**src/sfr_pkg.sv**
```systemverilog
// Package: register map, reset values and field layout for the register bank
package sfr_pkg;

  // Data-memory offsets within a bank (7-bit)
  localparam logic [6:0] OFS_INDIRECT   = 7'h00;
  localparam logic [6:0] OFS_TIMER0_COUNT       = 7'h01;
  localparam logic [6:0] OFS_PCL        = 7'h02;
  localparam logic [6:0] OFS_STATUS     = 7'h03;
  localparam logic [6:0] OFS_POINTER    = 7'h04;
  localparam logic [6:0] OFS_PORT_A     = 7'h05;
  localparam logic [6:0] OFS_PORT_B     = 7'h06;
  localparam logic [6:0] OFS_PORT_C     = 7'h07;
  localparam logic [6:0] OFS_PORT_D     = 7'h08;
  localparam logic [6:0] OFS_PORT_E     = 7'h09;
  localparam logic [6:0] OFS_PCH_BUF    = 7'h0a;
  localparam logic [6:0] OFS_INT_CTRL   = 7'h0b;
  localparam logic [6:0] OFS_PFLAGS_1   = 7'h0c;
  localparam logic [6:0] OFS_PFLAGS_2   = 7'h0d;
  localparam logic [6:0] OFS_TMR1_LO    = 7'h0e;
  localparam logic [6:0] OFS_TMR1_HI    = 7'h0f;
  localparam logic [6:0] OFS_SER_TX     = 7'h19;
  localparam logic [6:0] OFS_SER_RX     = 7'h1a;
  localparam logic [6:0] OFS_CC2_LO     = 7'h1b;
  localparam logic [6:0] OFS_CC2_HI     = 7'h1c;
  localparam logic [6:0] OFS_CC2_CTRL   = 7'h1d;
  localparam logic [6:0] OFS_CONV_RES   = 7'h1e;
  localparam logic [6:0] OFS_CONV_CTRL0 = 7'h1f;
  localparam logic [6:0] OFS_BAUD       = 7'h19;
  localparam logic [6:0] OFS_CONV_CTRL1 = 7'h1f;
  localparam logic [6:0] OFS_GPR_FIRST  = 7'h20;
  localparam logic [6:0] OFS_GPR_LAST   = 7'h7f;
  localparam int         GPR_WORDS      = 96;

  // AXI byte addresses: data-memory address times four
  localparam logic [11:0] AXI_MEM_LAST  = 12'h3fc;
  // Own control/status block above the data-memory window
  localparam logic [11:0] AXI_CTRL      = 12'h400;
  localparam logic [11:0] AXI_IRQ_STAT  = 12'h404;
  localparam logic [11:0] AXI_IRQ_MASK  = 12'h408;
  localparam logic [11:0] AXI_PC        = 12'h40c;
  localparam logic [11:0] AXI_ID        = 12'h410;

  // Control register fields
  localparam int CTRL_HAS_PORTS_DE = 0;
  localparam int CTRL_HAS_CONV     = 1;
  localparam int CTRL_PC_LOAD      = 2;
  localparam logic [7:0] CTRL_RST  = 8'h03;

  // Interrupt status fields
  localparam int IRQ_PC_LOAD   = 0;
  localparam int IRQ_INDIRECT  = 1;
  localparam int IRQ_UNMAPPED  = 2;
  localparam int IRQ_BITS      = 3;

  // Reset values: power-on/brown-out, then other resets
  localparam logic [7:0] RST_ZERO        = 8'h00;
  localparam logic [7:0] PCH_MASK        = 8'h1f;
  localparam logic [7:0] STATUS_POR      = 8'h18;
  localparam logic [7:0] STATUS_OTHER_KEEP = 8'h07;
  localparam logic [7:0] PORT_A_MASK     = 8'h3f;
  localparam logic [7:0] PORT_E_MASK     = 8'h07;
  localparam logic [7:0] PFLAGS2_MASK    = 8'h01;
  localparam logic [7:0] INT_CTRL_KEEP   = 8'h01;
  localparam logic [7:0] CONV0_MASK      = 8'hfd;
  localparam logic [7:0] STATUS_RSVD     = 8'h3f;

  // Arbitrary identity value
  localparam logic [31:0] BLOCK_ID       = 32'h0000_5a01;

  localparam logic [1:0] RESP_OKAY   = 2'b00;
  localparam logic [1:0] RESP_SLVERR = 2'b10;

endpackage : sfr_pkg

```
**src/sfr_reset_class.sv**
```systemverilog
// Reset class tracker: power-on/brown-out versus other resets
`timescale 1ns/1ps
module sfr_reset_class (
  input  wire logic aclk,
  input  wire logic aresetn,
  input  wire logic brown_out_reset,
  input  wire logic master_clear_input,
  input  wire logic watchdog_reset,
  output logic      reset_active,
  output logic      reset_is_power_up
);
  typedef struct packed {
    logic [2:0] bor_sync;
    logic       seen_power;
    logic       pwr_class;
  } sfr_rc_s;

  sfr_rc_s cur_ff;
  sfr_rc_s nxt_cur;
  logic    bor_seen;

  // Pin input: counts only while stages two and three are both high
  assign bor_seen = cur_ff.bor_sync[1] & cur_ff.bor_sync[2];

  always_comb
  begin
    nxt_cur = cur_ff;
    nxt_cur.bor_sync = {cur_ff.bor_sync[1:0], brown_out_reset};
    nxt_cur.seen_power = 1'b1;
    if (bor_seen)
    begin
      nxt_cur.pwr_class = 1'b1;
    end
    else if (master_clear_input | watchdog_reset)
    begin
      nxt_cur.pwr_class = 1'b0;
    end
    else if (cur_ff.seen_power)
    begin
      nxt_cur.pwr_class = 1'b0;
    end
  end

  always_ff @(posedge aclk)
  begin
    if (!aresetn)
    begin
      cur_ff.bor_sync   <= 3'b000;
      cur_ff.seen_power <= 1'b0;
      // Bus reset doubles as power-up; there is no separate power-on pin
      cur_ff.pwr_class  <= 1'b1;
    end
    else
    begin
      cur_ff <= nxt_cur;
    end
  end

  assign reset_active      = ~aresetn | bor_seen | master_clear_input | watchdog_reset;
  assign reset_is_power_up = ~aresetn | cur_ff.pwr_class | bor_seen;
endmodule : sfr_reset_class

```
**src/sfr_register_bank.sv**
```systemverilog
// Data-memory register bank with AXI4-Lite access
// Summary of operation
// - Unimplemented addresses in either bank read zero and ignore writes.
// - Special function registers other than indirect are storage cells shared by core and peripherals; port, receive and converter-result reads return inputs.
// - Missing ports D/E or converter registers read zero on variants lacking them.
// - The indirect location has no storage and acts on the cell the pointer addresses.
// - Registers take one value on power-on/brown-out and possibly another on other resets.
// - Core registers appear at the same offset in both banks.
// - Master clear and watchdog resets select the other-reset values.
// - The upper PC byte is not directly accessible; the buffer loads PC bits 12:8.
//
// The AXI4-Lite interface to the registers is this design's own decision.
`timescale 1ns/1ps
module sfr_register_bank (
  input  wire logic        aclk,
  input  wire logic        aresetn,
  input  wire logic        brown_out_reset,
  input  wire logic        master_clear_input,
  input  wire logic        watchdog_reset,
  input  wire logic [11:0] s_axi_awaddr,
  input  wire logic        s_axi_awvalid,
  output logic             s_axi_awready,
  input  wire logic [31:0] s_axi_wdata,
  input  wire logic [3:0]  s_axi_wstrb,
  input  wire logic        s_axi_wvalid,
  output logic             s_axi_wready,
  output logic [1:0]       s_axi_bresp,
  output logic             s_axi_bvalid,
  input  wire logic        s_axi_bready,
  input  wire logic [11:0] s_axi_araddr,
  input  wire logic        s_axi_arvalid,
  output logic             s_axi_arready,
  output logic [31:0]      s_axi_rdata,
  output logic [1:0]       s_axi_rresp,
  output logic             s_axi_rvalid,
  input  wire logic        s_axi_rready,
  input  wire logic [7:0]  port_a_pins,
  input  wire logic [7:0]  port_b_pins,
  input  wire logic [7:0]  port_c_pins,
  input  wire logic [7:0]  port_d_pins,
  input  wire logic [7:0]  port_e_pins,
  input  wire logic [7:0]  serial_receive_in,
  input  wire logic [7:0]  converter_result_in,
  output logic [7:0]       port_a_latch,
  output logic [7:0]       port_b_latch,
  output logic [7:0]       port_c_latch,
  output logic [7:0]       port_d_latch,
  output logic [7:0]       port_e_latch,
  output logic [12:0]      program_counter,
  output logic             irq
);
  localparam int IRQ_BITS_W = sfr_pkg::IRQ_BITS;

  typedef struct packed {
    logic [2:0][7:0] pins_a;
    logic [2:0][7:0] pins_b;
    logic [2:0][7:0] pins_c;
    logic [2:0][7:0] pins_d;
    logic [2:0][7:0] pins_e;
    logic [7:0]  timer0_count;
    logic [7:0]  program_counter_low;
    logic [4:0]  pc_hi;
    logic [7:0]  status;
    logic [7:0]  pointer;
    logic [7:0]  lat_a;
    logic [7:0]  lat_b;
    logic [7:0]  lat_c;
    logic [7:0]  lat_d;
    logic [7:0]  lat_e;
    logic [7:0]  pch_buf;
    logic [7:0]  int_ctrl;
    logic [7:0]  pflags1;
    logic [7:0]  pflags2;
    logic [7:0]  tmr1_lo;
    logic [7:0]  tmr1_hi;
    logic [7:0]  ser_tx;
    logic [7:0]  cc2_lo;
    logic [7:0]  cc2_hi;
    logic [7:0]  cc2_ctrl;
    logic [7:0]  conv0;
    logic [7:0]  baud;
    logic [7:0]  conv1;
    logic [7:0]  ctrl;
    logic [IRQ_BITS_W-1:0] irq_stat;
    logic [IRQ_BITS_W-1:0] irq_mask;
    logic        aw_held;
    logic        w_held;
    logic [11:0] aw_addr;
    logic [31:0] w_data;
    logic [3:0]  w_strb;
    logic        bvalid;
    logic [1:0]  bresp;
    logic        rvalid;
    logic [31:0] rdata;
    logic [1:0]  rresp;
  } sfr_st_s;

  sfr_st_s    cur_ff;
  sfr_st_s    nxt_cur;
  logic [7:0] gpr_ram [2*sfr_pkg::GPR_WORDS];
  logic       rst_act;
  logic       rst_pwr;
  logic       wr_fire;
  logic       rd_fire;
  logic       wr_mem;
  logic [7:0] wr_byte;
  logic [7:0] wr_dmem;
  logic [7:0] rd_dmem;
  logic [7:0] rd_byte;
  logic [7:0] gpr_rdq;
  logic       rd_gpr;
  logic       wr_gpr;
  logic [7:0] ram_idx_w;
  logic [7:0] ram_idx_r;
  logic       wr_mapped;
  logic       wr_indirect;
  logic       rd_mapped;

  sfr_reset_class u_reset_class (
    .aclk               (aclk),
    .aresetn            (aresetn),
    .brown_out_reset    (brown_out_reset),
    .master_clear_input (master_clear_input),
    .watchdog_reset     (watchdog_reset),
    .reset_active       (rst_act),
    .reset_is_power_up  (rst_pwr)
  );

  // Read mux for one data-memory address; returns mapped flag in bit 8
  function automatic logic [8:0] sfr_read(input sfr_st_s s, input logic [7:0] a);
    logic [6:0] o;
    logic       b1;
    logic       de;
    logic       cv;
    o  = a[6:0];
    b1 = a[7];
    de = s.ctrl[sfr_pkg::CTRL_HAS_PORTS_DE];
    cv = s.ctrl[sfr_pkg::CTRL_HAS_CONV];
    sfr_read = {1'b0, sfr_pkg::RST_ZERO};
    unique case (o)
      sfr_pkg::OFS_INDIRECT: sfr_read = {1'b1, sfr_pkg::RST_ZERO};
      sfr_pkg::OFS_PCL:      sfr_read = {1'b1, s.program_counter_low};
      sfr_pkg::OFS_STATUS:   sfr_read = {1'b1, s.status};
      sfr_pkg::OFS_POINTER:  sfr_read = {1'b1, s.pointer};
      sfr_pkg::OFS_PCH_BUF:  sfr_read = {1'b1, s.pch_buf & sfr_pkg::PCH_MASK};
      sfr_pkg::OFS_INT_CTRL: sfr_read = {1'b1, s.int_ctrl};
      default:
      begin
        if (!b1)
        begin
          unique case (o)
            sfr_pkg::OFS_TIMER0_COUNT:     sfr_read = {1'b1, s.timer0_count};
            sfr_pkg::OFS_PORT_A:   sfr_read = {1'b1, s.pins_a[2] & sfr_pkg::PORT_A_MASK};
            sfr_pkg::OFS_PORT_B:   sfr_read = {1'b1, s.pins_b[2]};
            sfr_pkg::OFS_PORT_C:   sfr_read = {1'b1, s.pins_c[2]};
            sfr_pkg::OFS_PORT_D:   sfr_read = {1'b1, de ? s.pins_d[2] : sfr_pkg::RST_ZERO};
            sfr_pkg::OFS_PORT_E:   sfr_read = {1'b1, de ? (s.pins_e[2] & sfr_pkg::PORT_E_MASK)
                                                        : sfr_pkg::RST_ZERO};
            sfr_pkg::OFS_PFLAGS_1: sfr_read = {1'b1, s.pflags1};
            sfr_pkg::OFS_PFLAGS_2: sfr_read = {1'b1, s.pflags2 & sfr_pkg::PFLAGS2_MASK};
            sfr_pkg::OFS_TMR1_LO:  sfr_read = {1'b1, s.tmr1_lo};
            sfr_pkg::OFS_TMR1_HI:  sfr_read = {1'b1, s.tmr1_hi};
            sfr_pkg::OFS_SER_TX:   sfr_read = {1'b1, s.ser_tx};
            sfr_pkg::OFS_SER_RX:   sfr_read = {1'b1, serial_receive_in};
            sfr_pkg::OFS_CC2_LO:   sfr_read = {1'b1, s.cc2_lo};
            sfr_pkg::OFS_CC2_HI:   sfr_read = {1'b1, s.cc2_hi};
            sfr_pkg::OFS_CC2_CTRL: sfr_read = {1'b1, s.cc2_ctrl};
            sfr_pkg::OFS_CONV_RES: sfr_read = {1'b1, cv ? converter_result_in : sfr_pkg::RST_ZERO};
            sfr_pkg::OFS_CONV_CTRL0: sfr_read = {1'b1, cv ? (s.conv0 & sfr_pkg::CONV0_MASK)
                                                          : sfr_pkg::RST_ZERO};
            default:               sfr_read = {1'b0, sfr_pkg::RST_ZERO};
          endcase
        end
        else
        begin
          unique case (o)
            sfr_pkg::OFS_BAUD:       sfr_read = {1'b1, s.baud};
            sfr_pkg::OFS_CONV_CTRL1: sfr_read = {1'b1, cv ? s.conv1 : sfr_pkg::RST_ZERO};
            default:                 sfr_read = {1'b0, sfr_pkg::RST_ZERO};
          endcase
        end
      end
    endcase
    if (o >= sfr_pkg::OFS_GPR_FIRST)
    begin
      sfr_read = {1'b1, gpr_rdq};
    end
  endfunction : sfr_read

  assign wr_fire = cur_ff.aw_held & cur_ff.w_held & ~cur_ff.bvalid;
  assign rd_fire = s_axi_arvalid & s_axi_arready;
  assign wr_mem  = cur_ff.aw_addr <= sfr_pkg::AXI_MEM_LAST;
  assign wr_byte = cur_ff.w_data[7:0];

  assign wr_indirect = cur_ff.aw_addr[8:2] == sfr_pkg::OFS_INDIRECT;
  assign wr_dmem     = wr_indirect ? cur_ff.pointer : cur_ff.aw_addr[9:2];
  assign rd_dmem     = (s_axi_araddr[8:2] == sfr_pkg::OFS_INDIRECT) ? cur_ff.pointer
                                                                    : s_axi_araddr[9:2];
  assign wr_gpr    = wr_fire & wr_mem & cur_ff.w_strb[0] & (wr_dmem[6:0] >= sfr_pkg::OFS_GPR_FIRST);
  assign rd_gpr    = rd_dmem[6:0] >= sfr_pkg::OFS_GPR_FIRST;
  assign ram_idx_w = {wr_dmem[7], wr_dmem[6:0] - sfr_pkg::OFS_GPR_FIRST};
  assign ram_idx_r = {rd_dmem[7], rd_dmem[6:0] - sfr_pkg::OFS_GPR_FIRST};
  // Bank 1 RAM sits directly above the 96 bank 0 bytes
  assign gpr_rdq   = rd_gpr ? gpr_ram[ram_idx_r[7] ? ram_idx_r - 8'h20 : ram_idx_r]
                            : sfr_pkg::RST_ZERO;

  always_ff @(posedge aclk)
  begin
    if (wr_gpr)
    begin
      gpr_ram[ram_idx_w[7] ? ram_idx_w - 8'h20 : ram_idx_w] <= wr_byte;
    end
  end

  always_comb
  begin
    logic [8:0] rv;
    logic [8:0] wv;
    logic [6:0] wo;
    rv = sfr_read(cur_ff, rd_dmem);
    wv = sfr_read(cur_ff, wr_dmem);
    wo = wr_dmem[6:0];
    rd_mapped = rv[8];
    rd_byte   = rv[7:0];
    wr_mapped = wv[8];
    nxt_cur = cur_ff;
    nxt_cur.pins_a = {cur_ff.pins_a[1:0], port_a_pins};
    nxt_cur.pins_b = {cur_ff.pins_b[1:0], port_b_pins};
    nxt_cur.pins_c = {cur_ff.pins_c[1:0], port_c_pins};
    nxt_cur.pins_d = {cur_ff.pins_d[1:0], port_d_pins};
    nxt_cur.pins_e = {cur_ff.pins_e[1:0], port_e_pins};
    nxt_cur.ctrl[sfr_pkg::CTRL_PC_LOAD] = 1'b0;

    // AXI write address/data capture in either order
    if (s_axi_awvalid & s_axi_awready)
    begin
      nxt_cur.aw_held = 1'b1;
      nxt_cur.aw_addr = s_axi_awaddr;
    end
    if (s_axi_wvalid & s_axi_wready)
    begin
      nxt_cur.w_held = 1'b1;
      nxt_cur.w_data = s_axi_wdata;
      nxt_cur.w_strb = s_axi_wstrb;
    end

    if (wr_fire)
    begin
      nxt_cur.aw_held = 1'b0;
      nxt_cur.w_held  = 1'b0;
      nxt_cur.bvalid  = 1'b1;
      if (wr_mem)
      begin
        if (cur_ff.w_strb[0])
        begin
          unique case (wo)
            sfr_pkg::OFS_PCL:
            begin
              nxt_cur.program_counter_low   = wr_byte;
              nxt_cur.pc_hi = cur_ff.pch_buf[4:0];
              nxt_cur.irq_stat[sfr_pkg::IRQ_PC_LOAD] = 1'b1;
            end
            sfr_pkg::OFS_STATUS:  nxt_cur.status  = wr_byte & sfr_pkg::STATUS_RSVD;
            sfr_pkg::OFS_POINTER: nxt_cur.pointer = wr_byte;
            sfr_pkg::OFS_PCH_BUF: nxt_cur.pch_buf = wr_byte & sfr_pkg::PCH_MASK;
            sfr_pkg::OFS_INT_CTRL: nxt_cur.int_ctrl = wr_byte;
            default:
            begin
              if (!wr_dmem[7])
              begin
                unique case (wo)
                  sfr_pkg::OFS_TIMER0_COUNT:       nxt_cur.timer0_count     = wr_byte;
                  sfr_pkg::OFS_PORT_A:     nxt_cur.lat_a    = wr_byte & sfr_pkg::PORT_A_MASK;
                  sfr_pkg::OFS_PORT_B:     nxt_cur.lat_b    = wr_byte;
                  sfr_pkg::OFS_PORT_C:     nxt_cur.lat_c    = wr_byte;
                  sfr_pkg::OFS_PORT_D:     nxt_cur.lat_d    = wr_byte;
                  sfr_pkg::OFS_PORT_E:     nxt_cur.lat_e    = wr_byte & sfr_pkg::PORT_E_MASK;
                  sfr_pkg::OFS_PFLAGS_1:   nxt_cur.pflags1  = wr_byte;
                  sfr_pkg::OFS_PFLAGS_2:   nxt_cur.pflags2  = wr_byte & sfr_pkg::PFLAGS2_MASK;
                  sfr_pkg::OFS_TMR1_LO:    nxt_cur.tmr1_lo  = wr_byte;
                  sfr_pkg::OFS_TMR1_HI:    nxt_cur.tmr1_hi  = wr_byte;
                  sfr_pkg::OFS_SER_TX:     nxt_cur.ser_tx   = wr_byte;
                  sfr_pkg::OFS_CC2_LO:     nxt_cur.cc2_lo   = wr_byte;
                  sfr_pkg::OFS_CC2_HI:     nxt_cur.cc2_hi   = wr_byte;
                  sfr_pkg::OFS_CC2_CTRL:   nxt_cur.cc2_ctrl = wr_byte;
                  sfr_pkg::OFS_CONV_CTRL0: nxt_cur.conv0    = wr_byte & sfr_pkg::CONV0_MASK;
                  default: ;
                endcase
              end
              else
              begin
                unique case (wo)
                  sfr_pkg::OFS_BAUD:       nxt_cur.baud  = wr_byte;
                  sfr_pkg::OFS_CONV_CTRL1: nxt_cur.conv1 = wr_byte;
                  default: ;
                endcase
              end
            end
          endcase
          if (wr_indirect)
          begin
            nxt_cur.irq_stat[sfr_pkg::IRQ_INDIRECT] = 1'b1;
          end
        end
        if (!wr_mapped)
        begin
          nxt_cur.irq_stat[sfr_pkg::IRQ_UNMAPPED] = 1'b1;
        end
        nxt_cur.bresp = sfr_pkg::RESP_OKAY;
      end
      else
      begin
        nxt_cur.bresp = sfr_pkg::RESP_OKAY;
        unique case (cur_ff.aw_addr)
          sfr_pkg::AXI_CTRL:     nxt_cur.ctrl = wr_byte;
          // Write one to clear; a same-cycle set is applied after
          sfr_pkg::AXI_IRQ_STAT: nxt_cur.irq_stat = nxt_cur.irq_stat & ~wr_byte[IRQ_BITS_W-1:0]
                                                  | (nxt_cur.irq_stat & ~cur_ff.irq_stat);
          sfr_pkg::AXI_IRQ_MASK: nxt_cur.irq_mask = wr_byte[IRQ_BITS_W-1:0];
          sfr_pkg::AXI_PC, sfr_pkg::AXI_ID: nxt_cur.bresp = sfr_pkg::RESP_OKAY;
          default:               nxt_cur.bresp = sfr_pkg::RESP_SLVERR;
        endcase
      end
    end
    if (cur_ff.bvalid & s_axi_bready)
    begin
      nxt_cur.bvalid = 1'b0;
    end

    if (rd_fire)
    begin
      nxt_cur.rvalid = 1'b1;
      nxt_cur.rresp  = sfr_pkg::RESP_OKAY;
      if (s_axi_araddr <= sfr_pkg::AXI_MEM_LAST)
      begin
        nxt_cur.rdata = {24'h000000, rd_mapped ? rd_byte : sfr_pkg::RST_ZERO};
      end
      else
      begin
        unique case (s_axi_araddr)
          sfr_pkg::AXI_CTRL:     nxt_cur.rdata = {24'h000000, cur_ff.ctrl};
          sfr_pkg::AXI_IRQ_STAT: nxt_cur.rdata = {29'h0, cur_ff.irq_stat};
          sfr_pkg::AXI_IRQ_MASK: nxt_cur.rdata = {29'h0, cur_ff.irq_mask};
          sfr_pkg::AXI_PC:       nxt_cur.rdata = {19'h0, cur_ff.pc_hi, cur_ff.program_counter_low};
          sfr_pkg::AXI_ID:       nxt_cur.rdata = sfr_pkg::BLOCK_ID;
          default:
          begin
            nxt_cur.rdata = 32'h0;
            nxt_cur.rresp = sfr_pkg::RESP_SLVERR;
          end
        endcase
      end
    end
    else if (cur_ff.rvalid & s_axi_rready)
    begin
      nxt_cur.rvalid = 1'b0;
    end
  end

  always_ff @(posedge aclk)
  begin
    if (rst_act)
    begin
      cur_ff.status   <= rst_pwr ? sfr_pkg::STATUS_POR
                                 : (cur_ff.status & sfr_pkg::STATUS_OTHER_KEEP);
      cur_ff.int_ctrl <= rst_pwr ? sfr_pkg::RST_ZERO : (cur_ff.int_ctrl & sfr_pkg::INT_CTRL_KEEP);
      cur_ff.lat_a    <= rst_pwr ? sfr_pkg::RST_ZERO : cur_ff.lat_a;
      cur_ff.program_counter_low      <= sfr_pkg::RST_ZERO;
      cur_ff.pc_hi    <= 5'h00;
      cur_ff.pch_buf  <= sfr_pkg::RST_ZERO;
      cur_ff.pflags1  <= sfr_pkg::RST_ZERO;
      cur_ff.pflags2  <= sfr_pkg::RST_ZERO;
      cur_ff.ser_tx   <= sfr_pkg::RST_ZERO;
      cur_ff.cc2_ctrl <= sfr_pkg::RST_ZERO;
      cur_ff.conv0    <= sfr_pkg::RST_ZERO;
      cur_ff.ctrl     <= sfr_pkg::CTRL_RST;
      cur_ff.irq_stat <= '0;
      cur_ff.irq_mask <= '0;
      cur_ff.aw_held  <= 1'b0;
      cur_ff.w_held   <= 1'b0;
      cur_ff.bvalid   <= 1'b0;
      cur_ff.bresp    <= sfr_pkg::RESP_OKAY;
      cur_ff.rvalid   <= 1'b0;
      cur_ff.rdata    <= 32'h0;
      cur_ff.rresp    <= sfr_pkg::RESP_OKAY;
      cur_ff.pins_a   <= '0;
      cur_ff.pins_b   <= '0;
      cur_ff.pins_c   <= '0;
      cur_ff.pins_d   <= '0;
      cur_ff.pins_e   <= '0;
      // Unknown-or-unchanged registers hold, except timer0_count and pointer (clear on power-up) and the write capture (clears)
      cur_ff.timer0_count     <= rst_pwr ? sfr_pkg::RST_ZERO : cur_ff.timer0_count;
      cur_ff.pointer  <= rst_pwr ? sfr_pkg::RST_ZERO : cur_ff.pointer;
      cur_ff.lat_b    <= cur_ff.lat_b;
      cur_ff.lat_c    <= cur_ff.lat_c;
      cur_ff.lat_d    <= cur_ff.lat_d;
      cur_ff.lat_e    <= cur_ff.lat_e;
      cur_ff.tmr1_lo  <= cur_ff.tmr1_lo;
      cur_ff.tmr1_hi  <= cur_ff.tmr1_hi;
      cur_ff.cc2_lo   <= cur_ff.cc2_lo;
      cur_ff.cc2_hi   <= cur_ff.cc2_hi;
      cur_ff.baud     <= cur_ff.baud;
      cur_ff.conv1    <= cur_ff.conv1;
      cur_ff.aw_addr  <= 12'h000;
      cur_ff.w_data   <= 32'h0;
      cur_ff.w_strb   <= 4'h0;
    end
    else
    begin
      cur_ff <= nxt_cur;
    end
  end

  // Refuse requests during every reset class, not only the bus reset
  assign s_axi_awready = ~cur_ff.aw_held & ~cur_ff.bvalid & ~rst_act;
  assign s_axi_wready  = ~cur_ff.w_held & ~cur_ff.bvalid & ~rst_act;
  assign s_axi_arready = ~cur_ff.rvalid & ~rst_act;
  assign s_axi_bvalid  = cur_ff.bvalid;
  assign s_axi_bresp   = cur_ff.bresp;
  assign s_axi_rvalid  = cur_ff.rvalid;
  assign s_axi_rdata   = cur_ff.rdata;
  assign s_axi_rresp   = cur_ff.rresp;
  assign port_a_latch  = cur_ff.lat_a;
  assign port_b_latch  = cur_ff.lat_b;
  assign port_c_latch  = cur_ff.lat_c;
  assign port_d_latch  = cur_ff.ctrl[sfr_pkg::CTRL_HAS_PORTS_DE] ? cur_ff.lat_d : 8'h00;
  assign port_e_latch  = cur_ff.ctrl[sfr_pkg::CTRL_HAS_PORTS_DE] ? cur_ff.lat_e : 8'h00;
  assign program_counter = {cur_ff.pc_hi, cur_ff.program_counter_low};
  assign irq = |(cur_ff.irq_stat & cur_ff.irq_mask);
endmodule : sfr_register_bank

```
**config.mk**
```make
export PLATFORM = sky130hd
export DESIGN_NAME = sfr_register_bank
export DESIGN_NICKNAME = d
export VERILOG_FILES = /design/src/sfr_pkg.sv /design/src/sfr_reset_class.sv /design/src/sfr_register_bank.sv
export SDC_FILE = /design/constraint.sdc
export NUM_CORES = 2
export LEC_CHECK = 0
export BUFFER_PORTS_ARGS = -buffer_cell sky130_fd_sc_hd__buf_2
export CAP_MARGIN = 30
export CORE_MARGIN = 4
export CORE_UTILIZATION = 50
export DETAILED_ROUTE_END_ITERATION = 16
export GPL_ROUTABILITY_DRIVEN = 0
export PLACE_DENSITY_LB_ADDON = 0.05
export SLEW_MARGIN = 20
export SYNTH_ARGS = -nofsm -noshare
export SYNTH_HDL_FRONTEND = slang
export SYNTH_HIERARCHICAL = 1
export SYNTH_SLANG_ARGS = --single-unit
```
**constraint.sdc**
```tcl
create_clock -name aclk -period 7.7 [get_ports aclk]
set_input_delay 1.54 -clock aclk [delete_from_list [all_inputs] [get_ports aclk]]
set_output_delay 1.54 -clock aclk [all_outputs]
set_load 0.005 [all_outputs]
```
# Yosys cells after proc, flatten, opt, wreduce, memory -nomap -nowiden
# Memories as Yosys holds them, arrays and structs flattened.
# Index checks and enable logic that the tools add are counted.
[totals] reg_bits=371 latch_bits=0 ram_bits=1536 rom_bits=0 input_bits=126 word_cells=310 memories=1
[op_classes] addsub=4 multipliers=0 div=0 magnitude_cmp=4 eq_ne=61 shift=0 n_mux=90 bitwise=39 reduce_logical=52
[memory_table] name="gpr_ram" words=192 word_bits=8 read_ports=1 rd_clocked_by_memory_dff=0 write_ports=1 line="sfr_register_bank.sv:100" rtl="logic [7:0] gpr_ram [2*sfr_pkg::GPR_WORDS];"
[ops] operator="181-bit two-way mux" n=2
[ops] operator="9-bit case mux with 17 select lines" n=2
[ops] operator="283-bit two-way mux" n=1
[ops] operator="8-bit two-way mux" n=34
[ops] operator="197-bit two-way mux" n=1
[ops] operator="12-bit by 11-bit == test with 1-bit output (second input constant)" n=10
[ops] operator="7-bit by 4-bit == test with 1-bit output (second input constant)" n=16
[ops] operator="9-bit case mux with 6 select lines" n=2
[ops] operator="7-bit by 5-bit == test with 1-bit output (second input constant)" n=14
[ops] operator="88-bit two-way mux" n=1
[ops] operator="7-bit AND reduction" n=12
[ops] operator="40-bit two-way mux" n=2
[ops] operator="15-bit case mux with 5 select lines" n=1
[ops] operator="72-bit two-way mux" n=1
[ops] operator="7-bit by 3-bit == test with 1-bit output (second input constant)" n=8
[ops] operator="36-bit two-way mux" n=1
[ops] operator="9-bit two-way mux" n=4
[ops] operator="9-bit case mux with 2 select lines" n=2
[ops] operator="34-bit two-way mux" n=1
[ops] operator="6-bit AND reduction" n=5
[ops] operator="7-bit by 2-bit == test with 1-bit output (second input constant)" n=4
[ops] operator="7-bit zero test" n=4
[ops] operator="12-bit by 10-bit <= comparator with 1-bit output (second input constant)" n=2
[ops] operator="3-bit two-way mux" n=8
[ops] operator="27 further kinds" n=112

# Depth between registers and ports, before layout
# An unclocked memory read counts as a cell.
[logic_depth] word_depth=12 ltp_mapped=16

# By module
# The synthesis kept the hierarchy.
[by_module_without_submodules] module="sfr_register_bank" n_inst=1 cells_per_inst=5620 area_each_um2=74118.6 seq_area_each_um2=53541.4
[by_module_without_submodules] module="sfr_reset_class" n_inst=1 cells_per_inst=14 area_each_um2=161.4 seq_area_each_um2=100.1

# Least setup slack after synthesis
# OpenSTA, ideal clock, no wires.
[synth_timing] kind="input to register" from="input port s_axi_araddr[3]" to="register cur_ff, in the netlist s_axi_rdata[0]" setup_time_ps=59 arrival_ps=4125 required_time_ps=7641 setup_slack_ps=3516 cell_stages=14 n_path_buf=1 path_cell_list="buf_2 nor4_4 a31oi_1 inv_1 ha_1 inv_1 a211o_1 mux2_2 nor2_1 o31ai_1 a221oi_1 o21ai_0 nand3_1 o32a_1"
[synth_between] elab_chain_cells=10
[synth_lines] item="start: declaration" line="sfr_register_bank.sv:30" rtl="input wire logic [11:0] s_axi_araddr,"
[synth_lines] item="7-bit zero test" line="sfr_register_bank.sv:197" rtl="assign rd_dmem = (s_axi_araddr[8:2] == sfr_pkg::OFS_INDIRECT) ? cur_ff.pointer"
[synth_lines] item="8-bit two-way mux" line="sfr_register_bank.sv:197"
[synth_lines] item="7-bit by 6-bit subtractor with 7-bit output" line="sfr_register_bank.sv:202" rtl="assign ram_idx_r = {rd_dmem[7], rd_dmem[6:0] - sfr_pkg::OFS_GPR_FIRST};"
[synth_lines] item="8-bit by 6-bit subtractor with 8-bit output" line="sfr_register_bank.sv:204" rtl="assign gpr_rdq = rd_gpr ? gpr_ram[ram_idx_r[7] ? ram_idx_r - 8'h20 : ram_idx_r]"
[synth_lines] item="8-bit two-way mux" line="sfr_register_bank.sv:204"
[synth_lines] item="memory read 192 x 8 bit"
[synth_lines] item="8-bit two-way mux" line="sfr_register_bank.sv:204"
[synth_lines] item="9-bit two-way mux" line="sfr_register_bank.sv:184" rtl="if (o >= sfr_pkg::OFS_GPR_FIRST)"
[synth_lines] item="8-bit two-way mux" line="sfr_register_bank.sv:336" rtl="nxt_cur.rdata = {24'h000000, rd_mapped ? rd_byte : sfr_pkg::RST_ZERO};"
[synth_lines] item="15-bit two-way mux *" line="sfr_register_bank.sv:334" rtl="if (s_axi_araddr <= sfr_pkg::AXI_MEM_LAST)"
[synth_lines] item="end: declaration" line="sfr_register_bank.sv:98" rtl="sfr_st_s cur_ff;"
# Every way passes the cells marked *; elsewhere a longest branch is shown, timed or not.
# A chain may end at the register's enable or synchronous reset.

# Worst setup path after layout
[layout_timing] from="input port s_axi_araddr[2]" to="register cur_ff, in the netlist s_axi_rdata[5]"
# Same word-level chain as after synthesis.

==> reports/metrics.csv <==
stage,metric,value,unit
detailed_routing,DRT Pass-1 Iters,7,
pwr,Total Power,20.55,mW
detailed_routing,# DRC,0,
detailed_routing,met1 wire length,99400,µm
die,height of the die,393.4,µm
detailed_routing,Avg WL per Cell,30.41,µm
synth,Syn. warnings,6,
global_routing,first-pass GRT wire length,339800,µm
pwr,Int Power,15.88,mW
synth,Mapped Area,0.07428,mm²
sta,"Slew Viols, Final",0,
global_routing,initial antenna violation count,8,
pwr,Reg power frac,52.8,%
critical_path,Worst R2R Setup Slack,2.16,ns
critical_path,CP startpoint kind,input pin,
clock_network,post-cts resize count,0,
sta,Slew HR,23.50,%
worst_hold_path,worst hold path type,reg -> reg,
layout,"commonest cells after routing, fill and taps aside","edfxtp_1 (1647), nand2_1 (1203), nand3_1 (372), nor2_1 (326), dfxtp_1 (201)",
detailed_routing,vias per std cell,6.255,
detailed_routing,final wirelength,238100,µm
die,FP Rows,141,
die,Die W,393.4,µm
clock_network,Max Root-Sink Buffers,3,
layout,"most common cell after layout, fill and taps aside",edfxtp_1,
global_routing,GRT Total Usage,30.17,%
clock_network,Num Clock Sinks,1856,
synth,sequential share of the synthesized area,72.22,%
pwr,P_leak,29.60,nW
synth,Yosys reg bits,1856,
global_routing,pin count of the biggest net entering global routing,165,
synth,Post-synth ARST share,0,%
placement,placed insts,7470,
synth,leading area contributor after synthesis,edfxtp_1,
sta,Final Hold Vio Count,0,
synth,Synth top area share,66.58,%
critical_path,worst-case reg-to-reg path depth,9,
layout,footprint of the multi-input gates,0.01855,mm²
die,area of the core,0.1477,mm²
critical_path,reg2reg start,cur_ff[82],
layout,Fill cells,12140,
sta,Hold Slack,0.4172,ns
critical_path,capturing point of the worst reg2reg path,gpr_ram[191][7],
worst_hold_path,worst hold start,u_reset_class/cur_ff[1],
pwr,Clk network pwr share,42.1,%
synth,Synth Flop Type,edfxtp_1,
clock_network,root buffer selected by CTS,clkbuf_16,
die,Ports,221,
detailed_routing,WL met3,21100,µm
global_routing,grt ovf,0,
critical_path,CP max stage cell,a2111oi_0,
layout,final core occ,56.28,%
critical_path,CP Max Fanout,41,
layout,Nets,5870,
clock_network,worst skew pair latency,0.82,ns
pwr,pwr/cell area,247.2,mW/mm²
sta,Final Setup Violations,0,
detailed_routing,total vias in the final route,48970,
clock_network,Post-CTS Setup Repair Bufs,0,
sta,fin crit share,75.53,%
global_routing,vias in the first global route,45940,
pwr,net switching power,4.671,mW
clock_network,H-tree levels,4,
detailed_routing,metal2 WL,107500,µm
layout,final cell count without fillers,7829,
sta,RSZ-0062 raised after global routing,false,
detailed_routing,DR iter-0 viols,5893,
synth,post-synth cell types,88,
pwr,Logic pwr share,5.1,%
critical_path,CP peak stage delay,0.94,ns
sta,setup ws final,1.884,ns
worst_hold_path,hold path cells,1,
synth,Area contributors post-synth,"edfxtp_1 (67%), nand2_1 (6.1%), dfxtp_1 (5.6%), nand3_1 (2.5%), nor2_1 (1.7%)",
critical_path,"Data required, critical path",8.43,ns
sta,setup_tns,0,ns
sta,Final Skew,0.04082,ns
layout,layout cells sized above 1,12.42,%
critical_path,CP endpoint kind,flip-flop,
job,max_cap viols,0,
detailed_routing,Detail Route Antenna Nets,0,
critical_path,Critical Path AT,6.55,ns
clock_network,# hold bufs at CTS,0,
worst_hold_path,WHS Endpoint,u_reset_class/cur_ff[0],
pwr,worst vdd ir,191.9,µV
placement,DP HPWL,146300,µm
pwr,sw frac,22.73,%
placement,DP Area,0.07713,mm²
synth,Post-synth EDFFs,1647,
synth,Mapped Avg Cell Area,13.18,µm²
die,Initial Utilization,50.30,%
critical_path,worst path cell trace,buf_2 -> nor4_4 -> a31o_4 -> buf_4 -> nand2_1 -> nand3_1 -> a21oi_1 -> a2111oi_0 -> buf_4 -> o41ai_1 -> a211oi_1 -> nand4_1 -> a21oi_1,
status,status,finished clean,
detailed_routing,max layer used,met5,
layout,Final Cell Area,0.08311,mm²
clock_network,TritonCTS clock tree,built,
layout,Register Area,0.05367,mm²
clock_network,clock slew at reported path FFs,0.06,ns
synth,Syn Inst Count,5634,
die,die area,0.1548,mm²
sta,Tmin final,5.816,ns
sta,Slew @ Worst Pin,1.140,ns
critical_path,CP Class,in -> reg,
clock_network,CTS Buf Count,189,
layout,Layout area overhead,11.88,%
placement,count of input and output buffers,159,
placement,pre-CTS setup slack,1.247,ns
sta,Max Freq,172.0,MHz
[sequential cells by signal (all words and copies together), names as in the netlist]
name,flops
port_c_latch,8
cur_ff,262
port_b_latch,8
program_counter,13
gpr_ram,1536
s_axi_rdata,14
s_axi_rvalid,1
u_reset_class/cur_ff,5
port_a_latch,6
s_axi_rresp,1
s_axi_bresp,1
s_axi_bvalid,1
[Yosys cell counts (all sizes together) (5+ instances only)]
cell type / instances
a211oi: 32
o21a: 6
a31o: 6
nand2: 1211
a31oi: 141
o22ai: 25
mux4: 47
a21o: 9
nand4: 23
and3: 85
dfxtp: 209
a311oi: 76
nor3: 68
o211ai: 13
a22o: 13
inv: 24
or4: 6
nor2b: 111
o221ai: 104
a221oi: 21
nor4: 36
a21oi: 191
a22oi: 59
nand3: 372
mux2i: 81
a32oi: 5
buf: 309
and2: 41
clkbuf: 152
nand2b: 6
o311ai: 8
o31ai: 9
or3: 8
a2111oi: 13
a41oi: 6
o21ai: 48
edfxtp: 1647
o2111ai: 6
nor2: 335
a222oi: 14
o41ai: 6
[how the worst max path moves through the flow]
stage,cells past startpoint,endpoint,from,slack [ns]
6_report,13,s_axi_rdata[5],s_axi_araddr[2],1.88
5_1_grt,13,s_axi_rdata[5],s_axi_araddr[7],1.92
4_1_cts,13,s_axi_rdata[5],s_axi_araddr[7],2.08
3_3_place_gp,13,s_axi_rdata[5],s_axi_araddr[2],1.27
2_1_floorplan,14,s_axi_rdata[0],s_axi_araddr[3],3.52
3_5_place_dp,13,s_axi_rdata[5],s_axi_araddr[7],1.25
[layout make-up]
cell class,count,share of cell area [%]
antenna,7,0.02108
clock buffer,246,6.156
clock inverter,97,0.8536
inverter,24,0.1084
multi-input combinational,3319,22.32
sequential,1856,64.58
tap,1930,2.906
timing repair buffer,350,3.056
[per-layer routing]
| metal | vias to the layer above | GRT usage, % |
|---|---|---|
| li1 | 21190 | - |
| met5 | - | 0 |
| met2 | 2407 | 45.76 |
| met3 | 480 | 5.397 |
| met1 | 24900 | 43.74 |
| met4 | 4 | 11.39 |
[critical path: cells and delay by family]
kind	cells	cell delay (ns)
buf+inv	3	1.21
compound gates	6	2.61
simple gates	4	1.09
[power groups by stage]
stage / logic [mW] / registers (mW) / clock network (mW)
floorplan: 0.541 / 11.0 / 0
global placement: 1.02 / 11.1 / 0
detailed placement: 1.02 / 11.1 / 0
CTS: 1.02 / 10.8 / 8.76
global route: 1.08 / 10.8 / 9.23
finish: 1.05 / 10.8 / 8.66
[cells by family (layout without fill, tap and decap cells)]
logic type / count (synthesis) / count (layout) / share of synthesized area [%]
simple gates: 2321 / 2321 / 13.85
flops: 1856 / 1856 / 72.22
compound gates: 833 / 833 / 7.986
buf+inv: 485 / 717 / 3.278
mux: 132 / 132 / 2.577
fa+ha+maj: 4 / 4 / 0.06738
xor+xnor: 2 / 2 / 0.02359
other cells: 1 / 34 / 0.005048
Power figures use the tool's default switching activity.
